**config.mk**
```make
export PLATFORM = sky130hd
export DESIGN_NAME = hkc_keyscan
export DESIGN_NICKNAME = d
export VERILOG_FILES = /design/src/hkc_pkg.sv /design/src/hkc_keyscan.sv /design/src/hkc_settle.sv
export VERILOG_INCLUDE_DIRS = /design/src
export SDC_FILE = /design/constraint.sdc
export NUM_CORES = 1
export LEC_CHECK = 0
export BUFFER_PORTS_ARGS = -buffer_cell sky130_fd_sc_hd__buf_2
export CAP_MARGIN = 0
export CORE_MARGIN = 2
export CORE_UTILIZATION = 50
export DETAILED_ROUTE_END_ITERATION = 10
export PLACE_DENSITY_LB_ADDON = 0.1
export SLEW_MARGIN = 25
export SYNTH_ARGS = -nofsm -noshare
export SYNTH_HDL_FRONTEND = slang
export SYNTH_HIERARCHICAL = 1
export SYNTH_SLANG_ARGS = --single-unit
export TNS_END_PERCENT = 30
```
**constraint.sdc**
```tcl
create_clock -name i_clk -period 6.1 [get_ports i_clk]
set_clock_uncertainty 0.1 [all_clocks]
set_input_delay 0.305 -clock i_clk [delete_from_list [all_inputs] [get_ports i_clk]]
set_output_delay 0.305 -clock i_clk [all_outputs]
set_load 0.05 [all_outputs]
```
**src/hkc_keyscan_regs.svh**
```systemverilog
/*
  register offsets, field positions, reset values and timing counts for the keyscan block.
  assumes a 50 mhz core clock; included by its bare name.
*/
`ifndef HKC_KEYSCAN_REGS_SVH
`define HKC_KEYSCAN_REGS_SVH

// ****************************************
// register offsets
// ****************************************
`define HKC_OFS_RSV_ZERO 8'h11
`define HKC_OFS_RSV_ONE 8'h12
`define HKC_OFS_RSV_TUNE 8'h13
`define HKC_OFS_RSV_RO 8'h14
`define HKC_OFS_SETTLE 8'h15
`define HKC_OFS_MASK 8'h16
`define HKC_OFS_VALUE 8'h17
`define HKC_OFS_IMP_CFG 8'h18

// ****************************************
// reset values and field positions
// ****************************************
`define HKC_RST_BYTE 8'h00
`define HKC_RST_BIT 1'b0
`define HKC_RST_CODE 7'h00
`define HKC_VALUE_SCALED_BIT 7
`define HKC_IMP_SHORT_BIT 7
`define HKC_IMP_LOAD_BIT 6
`define HKC_ADC_SCALE_LIMIT 10'h080
`define HKC_ADC_ROUND 9'h002
`define HKC_CODE_MAX 7'h7f

// ****************************************
// impedance thresholds in ohms
// ****************************************
`define HKC_SHORT_OHM_LO 16'h0004
`define HKC_SHORT_OHM_HI 16'h0007
`define HKC_LOAD_OHM_LO 16'h02bc
`define HKC_LOAD_OHM_HI 16'h05dc

// ****************************************
// timing
// ****************************************
`define HKC_CLK_PERIOD_NS 20
`define HKC_SETTLE_STEP_NS 250000
`define HKC_MASK_STEP_NS 1000000
`define HKC_SETTLE_STEP_CYC (`HKC_SETTLE_STEP_NS / `HKC_CLK_PERIOD_NS)
`define HKC_MASK_STEP_CYC (`HKC_MASK_STEP_NS / `HKC_CLK_PERIOD_NS)

`endif

```
**src/hkc_pkg.sv**
```systemverilog
/*
  types shared by the keyscan block.
  assumes nothing beyond a systemverilog compiler.
*/
package hkc_pkg;

  // ****************************************
  // types
  // ****************************************
  typedef struct packed {
    logic [7:0] settle;
    logic [7:0] mask;
    logic short_sel;
    logic load_sel;
  } hkc_cfg_t;

  typedef struct packed {
    logic scaled;
    logic [6:0] code;
  } hkc_value_t;

  typedef enum logic [1:0] {
    HKC_IDLE,
    HKC_MASKING,
    HKC_HELD
  } hkc_state_t;

endpackage

```
**src/hkc_keyscan.sv**
```systemverilog
/*
  headset keyscan control: press settle, press mask timeout, mic check,
  key value compression and impedance threshold compare, with its register bytes.
  assumes a decoded byte register port behind the serial control interface,
  a same-clock key adc result strobe, and asynchronous key and mic detect levels.
*/
`include "hkc_keyscan_regs.svh"

module hkc_keyscan #(
  parameter int unsigned SETTLE_STEP_CYC = `HKC_SETTLE_STEP_CYC,
  parameter int unsigned MASK_STEP_CYC = `HKC_MASK_STEP_CYC
) (
  input wire logic i_clk,
  input wire logic i_rst_n,
  input wire logic [7:0] i_reg_addr,
  input wire logic i_reg_wr,
  input wire logic [7:0] i_reg_wdata,
  output logic [7:0] o_reg_rdata,
  input wire logic i_key_short,
  input wire logic i_mic_present,
  input wire logic i_adc_valid,
  input wire logic [9:0] i_adc_data,
  input wire logic i_meas_valid,
  input wire logic [15:0] i_term_ohm,
  input wire logic [15:0] i_load_ohm,
  input wire logic i_button_event_irq_enable,
  input wire logic i_button_event_clr,
  input wire logic i_mic_removed_clr,
  output logic o_button_event_flag,
  output logic o_mic_removed_flag,
  output logic o_irq,
  output logic o_key_press,
  output logic o_term_short,
  output logic o_load_line_out
);

  // ****************************************
  // functions
  // ****************************************
  function automatic hkc_pkg::hkc_value_t compress(input logic [9:0] adc);
    hkc_pkg::hkc_value_t v;
    logic [9:0] sum;
    v.scaled = 1'b0;
    v.code = adc[6:0];
    sum = {1'b0, adc[8:0]} + {1'b0, `HKC_ADC_ROUND};
    if (adc >= `HKC_ADC_SCALE_LIMIT) begin
      v.scaled = 1'b1;
      v.code = sum[9] ? `HKC_CODE_MAX : sum[8:2];
    end
    return v;
  endfunction

  function automatic logic below(input logic [15:0] ohm, input logic sel,
                                 input logic [15:0] lo, input logic [15:0] hi);
    return ohm < (sel ? hi : lo);
  endfunction

  // ****************************************
  // pin synchronisers
  // ****************************************
  logic [1:0] sync1_r, sync2_r, sync3_r, pin_r;
  logic [1:0] sync1_nxt, sync2_nxt, sync3_nxt, pin_nxt;

  always_comb begin
    sync1_nxt = {i_mic_present, i_key_short};
    sync2_nxt = sync1_r;
    sync3_nxt = sync2_r;
    pin_nxt = pin_r;
    for (int b = 0; b < 2; b++) begin
      if (sync2_r[b] == sync3_r[b]) begin
        pin_nxt[b] = sync3_r[b];
      end
    end
  end

  always_ff @(posedge i_clk) begin
    if (!i_rst_n) begin
      sync1_r <= 2'h0;
      sync2_r <= 2'h0;
      sync3_r <= 2'h0;
      pin_r <= 2'h0;
    end else begin
      sync1_r <= sync1_nxt;
      sync2_r <= sync2_nxt;
      sync3_r <= sync3_nxt;
      pin_r <= pin_nxt;
    end
  end

  // ****************************************
  // register bytes
  // ****************************************
  hkc_pkg::hkc_cfg_t cfg_r, cfg_nxt;
  logic [7:0] rsv_zero_r, rsv_zero_nxt;
  logic [7:0] rsv_one_r, rsv_one_nxt;
  logic [7:0] rsv_tune_r, rsv_tune_nxt;
  logic [7:0] rdata_r, rdata_nxt;
  hkc_pkg::hkc_value_t value_r, value_nxt;

  always_comb begin
    cfg_nxt = cfg_r;
    rsv_zero_nxt = rsv_zero_r;
    rsv_one_nxt = rsv_one_r;
    rsv_tune_nxt = rsv_tune_r;
    if (i_reg_wr) begin
      unique case (i_reg_addr)
        `HKC_OFS_RSV_ZERO: rsv_zero_nxt = i_reg_wdata;
        `HKC_OFS_RSV_ONE: rsv_one_nxt = i_reg_wdata;
        `HKC_OFS_RSV_TUNE: rsv_tune_nxt = i_reg_wdata;
        `HKC_OFS_SETTLE: cfg_nxt.settle = i_reg_wdata;
        `HKC_OFS_MASK: cfg_nxt.mask = i_reg_wdata;
        `HKC_OFS_IMP_CFG: begin
          cfg_nxt.short_sel = i_reg_wdata[`HKC_IMP_SHORT_BIT];
          cfg_nxt.load_sel = i_reg_wdata[`HKC_IMP_LOAD_BIT];
        end
        default: ;
      endcase
    end
    unique case (i_reg_addr)
      `HKC_OFS_RSV_ZERO: rdata_nxt = rsv_zero_r;
      `HKC_OFS_RSV_ONE: rdata_nxt = rsv_one_r;
      `HKC_OFS_RSV_TUNE: rdata_nxt = rsv_tune_r;
      `HKC_OFS_SETTLE: rdata_nxt = cfg_r.settle;
      `HKC_OFS_MASK: rdata_nxt = cfg_r.mask;
      `HKC_OFS_VALUE: rdata_nxt = value_r;
      `HKC_OFS_IMP_CFG: rdata_nxt = {cfg_r.short_sel, cfg_r.load_sel, 6'h00};
      default: rdata_nxt = `HKC_RST_BYTE;
    endcase
  end

  always_ff @(posedge i_clk) begin
    if (!i_rst_n) begin
      cfg_r <= '0;
      rsv_zero_r <= `HKC_RST_BYTE;
      rsv_one_r <= `HKC_RST_BYTE;
      rsv_tune_r <= `HKC_RST_BYTE;
      rdata_r <= `HKC_RST_BYTE;
    end else begin
      cfg_r <= cfg_nxt;
      rsv_zero_r <= rsv_zero_nxt;
      rsv_one_r <= rsv_one_nxt;
      rsv_tune_r <= rsv_tune_nxt;
      rdata_r <= rdata_nxt;
    end
  end

  assign o_reg_rdata = rdata_r;

  // ****************************************
  // press settle
  // ****************************************
  logic press_settled;

  hkc_settle #(
    .STEP_CYC(SETTLE_STEP_CYC)
  ) u_settle (
    .i_clk(i_clk),
    .i_rst_n(i_rst_n),
    .i_level(pin_r[0]),
    .i_code(cfg_r.settle),
    .o_level(press_settled)
  );

  // ****************************************
  // press mask timeout and mic check
  // ****************************************
  hkc_pkg::hkc_state_t state_r, state_nxt;
  logic [15:0] mcyc_r, mcyc_nxt;
  logic [7:0] mstep_r, mstep_nxt;
  logic btn_flag_r, btn_flag_nxt;
  logic rem_flag_r, rem_flag_nxt;
  logic press_r, press_nxt;
  logic irq_r, irq_nxt;
  logic expire;
  logic settled_d_r, settled_d_nxt;

  always_comb begin
    state_nxt = state_r;
    mcyc_nxt = mcyc_r;
    mstep_nxt = mstep_r;
    press_nxt = 1'b0;
    expire = 1'b0;
    settled_d_nxt = press_settled;
    btn_flag_nxt = btn_flag_r & ~i_button_event_clr;
    rem_flag_nxt = rem_flag_r & ~i_mic_removed_clr;
    unique case (state_r)
      hkc_pkg::HKC_IDLE: begin
        mcyc_nxt = 16'h0000;
        mstep_nxt = 8'h00;
        if (press_settled && !settled_d_r) begin
          state_nxt = hkc_pkg::HKC_MASKING;
        end
      end
      hkc_pkg::HKC_MASKING: begin
        if (mcyc_r == 16'(MASK_STEP_CYC - 1)) begin
          mcyc_nxt = 16'h0000;
          if (mstep_r == cfg_r.mask) begin
            expire = 1'b1;
          end else begin
            mstep_nxt = mstep_r + 8'h01;
          end
        end else begin
          mcyc_nxt = mcyc_r + 16'h0001;
        end
        if (expire) begin
          if (pin_r[1]) begin
            btn_flag_nxt = 1'b1;
            state_nxt = hkc_pkg::HKC_HELD;
          end else begin
            rem_flag_nxt = 1'b1;
            state_nxt = hkc_pkg::HKC_IDLE;
          end
        end
      end
      hkc_pkg::HKC_HELD: begin
        press_nxt = press_settled & pin_r[1];
        if (!press_settled || !pin_r[1]) begin
          state_nxt = hkc_pkg::HKC_IDLE;
        end
      end
    endcase
    if (state_r != hkc_pkg::HKC_HELD) begin
      press_nxt = 1'b0;
    end
    irq_nxt = (btn_flag_nxt & i_button_event_irq_enable) | rem_flag_nxt;
  end

  always_ff @(posedge i_clk) begin
    if (!i_rst_n) begin
      state_r <= hkc_pkg::HKC_IDLE;
      mcyc_r <= 16'h0000;
      mstep_r <= 8'h00;
      btn_flag_r <= `HKC_RST_BIT;
      rem_flag_r <= `HKC_RST_BIT;
      press_r <= 1'b0;
      irq_r <= 1'b0;
      settled_d_r <= 1'b0;
    end else begin
      state_r <= state_nxt;
      mcyc_r <= mcyc_nxt;
      mstep_r <= mstep_nxt;
      btn_flag_r <= btn_flag_nxt;
      rem_flag_r <= rem_flag_nxt;
      press_r <= press_nxt;
      irq_r <= irq_nxt;
      settled_d_r <= settled_d_nxt;
    end
  end

  assign o_button_event_flag = btn_flag_r;
  assign o_mic_removed_flag = rem_flag_r;
  assign o_key_press = press_r;
  assign o_irq = irq_r;

  // ****************************************
  // key value capture and impedance compare
  // ****************************************
  logic term_short_r, term_short_nxt;
  logic line_out_r, line_out_nxt;

  always_comb begin
    value_nxt = value_r;
    term_short_nxt = term_short_r;
    line_out_nxt = line_out_r;
    if (i_adc_valid && press_settled) begin
      value_nxt = compress(i_adc_data);
    end
    if (i_meas_valid) begin
      term_short_nxt = below(i_term_ohm, cfg_r.short_sel,
                             `HKC_SHORT_OHM_LO, `HKC_SHORT_OHM_HI);
      line_out_nxt = ~below(i_load_ohm, cfg_r.load_sel,
                            `HKC_LOAD_OHM_LO, `HKC_LOAD_OHM_HI);
    end
  end

  always_ff @(posedge i_clk) begin
    if (!i_rst_n) begin
      value_r <= '0;
      term_short_r <= 1'b0;
      line_out_r <= 1'b0;
    end else begin
      value_r <= value_nxt;
      term_short_r <= term_short_nxt;
      line_out_r <= line_out_nxt;
    end
  end

  assign o_term_short = term_short_r;
  assign o_load_line_out = line_out_r;

endmodule // hkc_keyscan

```
**src/hkc_settle.sv**
```systemverilog
/*
  press settle filter: passes a level change only after it stood for (code + 1) steps.
  assumes a synchronised input level and a synchronous active-low reset.
*/
module hkc_settle #(
  parameter int unsigned STEP_CYC = 12500
) (
  input wire logic i_clk,
  input wire logic i_rst_n,
  input wire logic i_level,
  input wire logic [7:0] i_code,
  output logic o_level
);

  // ****************************************
  // settle counters
  // ****************************************
  logic [15:0] cyc_r, cyc_nxt;
  logic [7:0] step_r, step_nxt;
  logic level_r, level_nxt;

  always_comb begin
    cyc_nxt = cyc_r;
    step_nxt = step_r;
    level_nxt = level_r;
    if (i_level == level_r) begin
      cyc_nxt = 16'h0000;
      step_nxt = 8'h00;
    end else if (cyc_r == 16'(STEP_CYC - 1)) begin
      cyc_nxt = 16'h0000;
      if (step_r == i_code) begin
        level_nxt = i_level;
        step_nxt = 8'h00;
      end else begin
        step_nxt = step_r + 8'h01;
      end
    end else begin
      cyc_nxt = cyc_r + 16'h0001;
    end
  end

  always_ff @(posedge i_clk) begin
    if (!i_rst_n) begin
      cyc_r <= 16'h0000;
      step_r <= 8'h00;
      level_r <= 1'b0;
    end else begin
      cyc_r <= cyc_nxt;
      step_r <= step_nxt;
      level_r <= level_nxt;
    end
  end

  assign o_level = level_r;

endmodule // hkc_settle

```
==> run metrics <==
result of the run complete, no violations; IO buf count just under 80; initial core utilization 0.516; number of synthesized flops with an enable pin 0; Synth area leader dfxtp_1; global-route wire length before repair 23600 um; R2R Path Start mcyc_r[0]$_SDFFE_PN0P_; WL met3 ~550 um; drt wl/cell roughly 15 um; main flop type after synthesis dfxtp_1; WL met2 6900 um; largest net degree at the start of global routing 91; share of the synthesized area in the top cell type 0.399; Placement Cell Area between 6000 and 7000 um2; Max-Cap Viols 0; TNS Setup 0 ns; vias in the first global route 5105; GR Util All Layers 0.224; filler instances roughly 1.0k; Die X 116 um; num rows 40; worst rel slew slack 0.419; share of cells above drive strength 1 0.190; yosys warns 6; Largest register FFs 18; largest reg by FF count cfg_r; R2R Path End mstep_r[7]$_SDFFE_PN0P_; Arr. time, crit path 2.93 ns; syn nets around 770; leakage about 2.7 nW; n_diodes 0; setup slack, reg-to-reg ~3.4 ns; Synth Register Bits ~120; routed vias/inst 5.53; Root Driver clkbuf_16; Die Y around 120 um; FMAX about 370 MHz; CP Capture Type flip-flop; crit start category flip-flop; core area between 10000 and 15000 um2; PD cells ~260 nW/um2; Avg Inst Size Synth roughly 9 um2; DRT iter0 DRCs 253; clock sinks between 100 and 150; peak supply drop roughly 0.20 mV; Worst-Skew Late Latency between 0.4 and 0.5 ns; WHS Endpoint o_irq$_SDFF_PN0_; Post-synth ARST share 0; hold_sp i_button_event_irq_enable; commonest non-fill, non-tap cell in the layout dfxtp_1; clk buf depth 2; HP Class in2reg; Hold Path Stages 2; Nets approximately 840; GPL Wtd Cong roughly 0.81; Worst Tran Pin Value 0.867 ns; post-route ant nets 0; DRT met1 WL ~6300 um; total gr overflow 0; kind of critical path reg2reg; vias post-DR 5215; CTS tree built; Remaining DRCs 0; RSZ-0062 raised after global routing no; setup violators final 0; finished layout cell area about 7300 um2; sequential area share after synthesis 0.399; max layer used met4; I/O Pins between 80 and 90; Clock transition at path regs roughly 0.05 ns; H-tree Lvls 4; Die Area between 10000 and 15000 um2; WP data required about 6.3 ns; CTS buffer count 17; final WL 14000 um; Mapped Area roughly 6200 um2; Final Max Tran Viols 0; leading post-synthesis cells by cell area dfxtp_1, mux2i_1, nand2_1, nor2b_1, nor2_1; final worst-path cycle share 0.440; area grow syn2layout 17.3%; Final min period 2.68 ns; most frequent cells in the layout dfxtp_1, buf_2, nand2_1, nor2_1, nand3_1; Pre-Repair DR Iteration Count 4; post-synthesis cell type count 73; Final Hold Viols 0; HPWL Detailed between 9000 and 10000 um; R2R depth 6; antenna violations before repair 0; CP Max Fanout 16; Synth Instances between 600 and 700; biggest regs cfg_r x18, mcyc_r x16, u_settle/cyc_r x16
## timing repair
item,4_1_cts,5_1_grt
hold buffers,2,0
buffers inserted,0,0
gates resized for setup,0,0
hold endpoints to repair,2,0
## synthesized netlist by cell type (all sizes together), types with 5 or more instances
cell	n
nor2	53
xor2	20
dfxtp	124
nand2b	9
a31oi	6
and2	16
and3	11
nor4	8
clkbuf	21
o21ai	23
or2	5
o211ai	5
buf	10
a22o	8
nand3	36
mux2	14
nor2b	34
mux2i	28
nand4	14
inv	17
a21boi	21
a21oi	24
a22oi	8
nor3	13
nand2	66
xnor2	19
or4b	5
ha	14
nor3b	5
or3	6
## cell type report
type | count | area (um2) | share of cell area
multi-input cells | 520 | 3530 | 0.484
flip-flops and latches | 124 | 2480 | 0.340
clock buffers | 22 | 464 | 0.0637
repair buffers | 82 | 423 | 0.0580
well taps | 168 | 210 | 0.0288
clock inverters | 10 | 116 | 0.0160
inverters | 17 | 63.8 | 0.00875
## how the worst max path moves through the flow
| stage | startpoint | to | slack, ns | cells after the start |
|---|---|---|---|---|
| floorplan | mcyc_r[0]$_SDFFE_PN0P_ | mstep_r[5]$_SDFFE_PN0P_ | 3.91 | 7 |
| global placement | i_reg_addr[7] | cfg_r[3]$_SDFFE_PN0P_ | 3.16 | 6 |
| detailed placement | i_reg_addr[7] | cfg_r[2]$_SDFFE_PN0P_ | 3.10 | 6 |
| CTS | mcyc_r[0]$_SDFFE_PN0P_ | mstep_r[7]$_SDFFE_PN0P_ | 3.42 | 6 |
| global route | mcyc_r[0]$_SDFFE_PN0P_ | mstep_r[7]$_SDFFE_PN0P_ | 3.25 | 6 |
| finish | mcyc_r[0]$_SDFFE_PN0P_ | mstep_r[7]$_SDFFE_PN0P_ | 3.42 | 6 |
## kinds of logic after synthesis
kind of cell | share of synthesized area
adders and majority gates | 0.0282
muxes | 0.0777
buffers and inverters | 0.0346
AOI/OAI and AO/OA | 0.149
DFF | 0.399
and+or+nand+nor | 0.256
xor gates and xnor gates | 0.0549
## where the power goes
group          internal (mW)  leakage (nW)  total [mW]  switching [mW]
combinational         0.0329          1.41      0.0766          0.0438
clock                  0.621         0.280       0.976           0.354
sequential             0.813          1.00       0.814         0.00111
total                   1.47          2.69        1.87           0.399
## critical path, stage by stage (launching register included)
cell,delay (ns)
dfxtp_1,0.38
ha_1,0.24
nand4b_1,0.29
nor4_4,0.53
o211ai_2,0.35
or4_1,0.58
a21oi_1,0.14
## layer usage
metal	global-route usage	vias up
met4	0.108	0
met2	0.379	109
li1	-	2611
met1	0.269	2474
met5	0	-
met3	0.0507	21
## stage by stage
stage	setup slack (ns)	instances	hold slack, ns	util	power, mW
floorplan	3.91	692	0.312	-	0.868
global placement	3.16	909	0.325	0.554	0.904
detailed placement	3.10	909	0.325	0.555	0.907
CTS	3.42	943	0.0331	0.605	1.89
global route	3.25	943	0.0468	0.605	1.94
finish	3.42	943	0.0504	0.605	1.87
(Power assumes the default switching activity.)
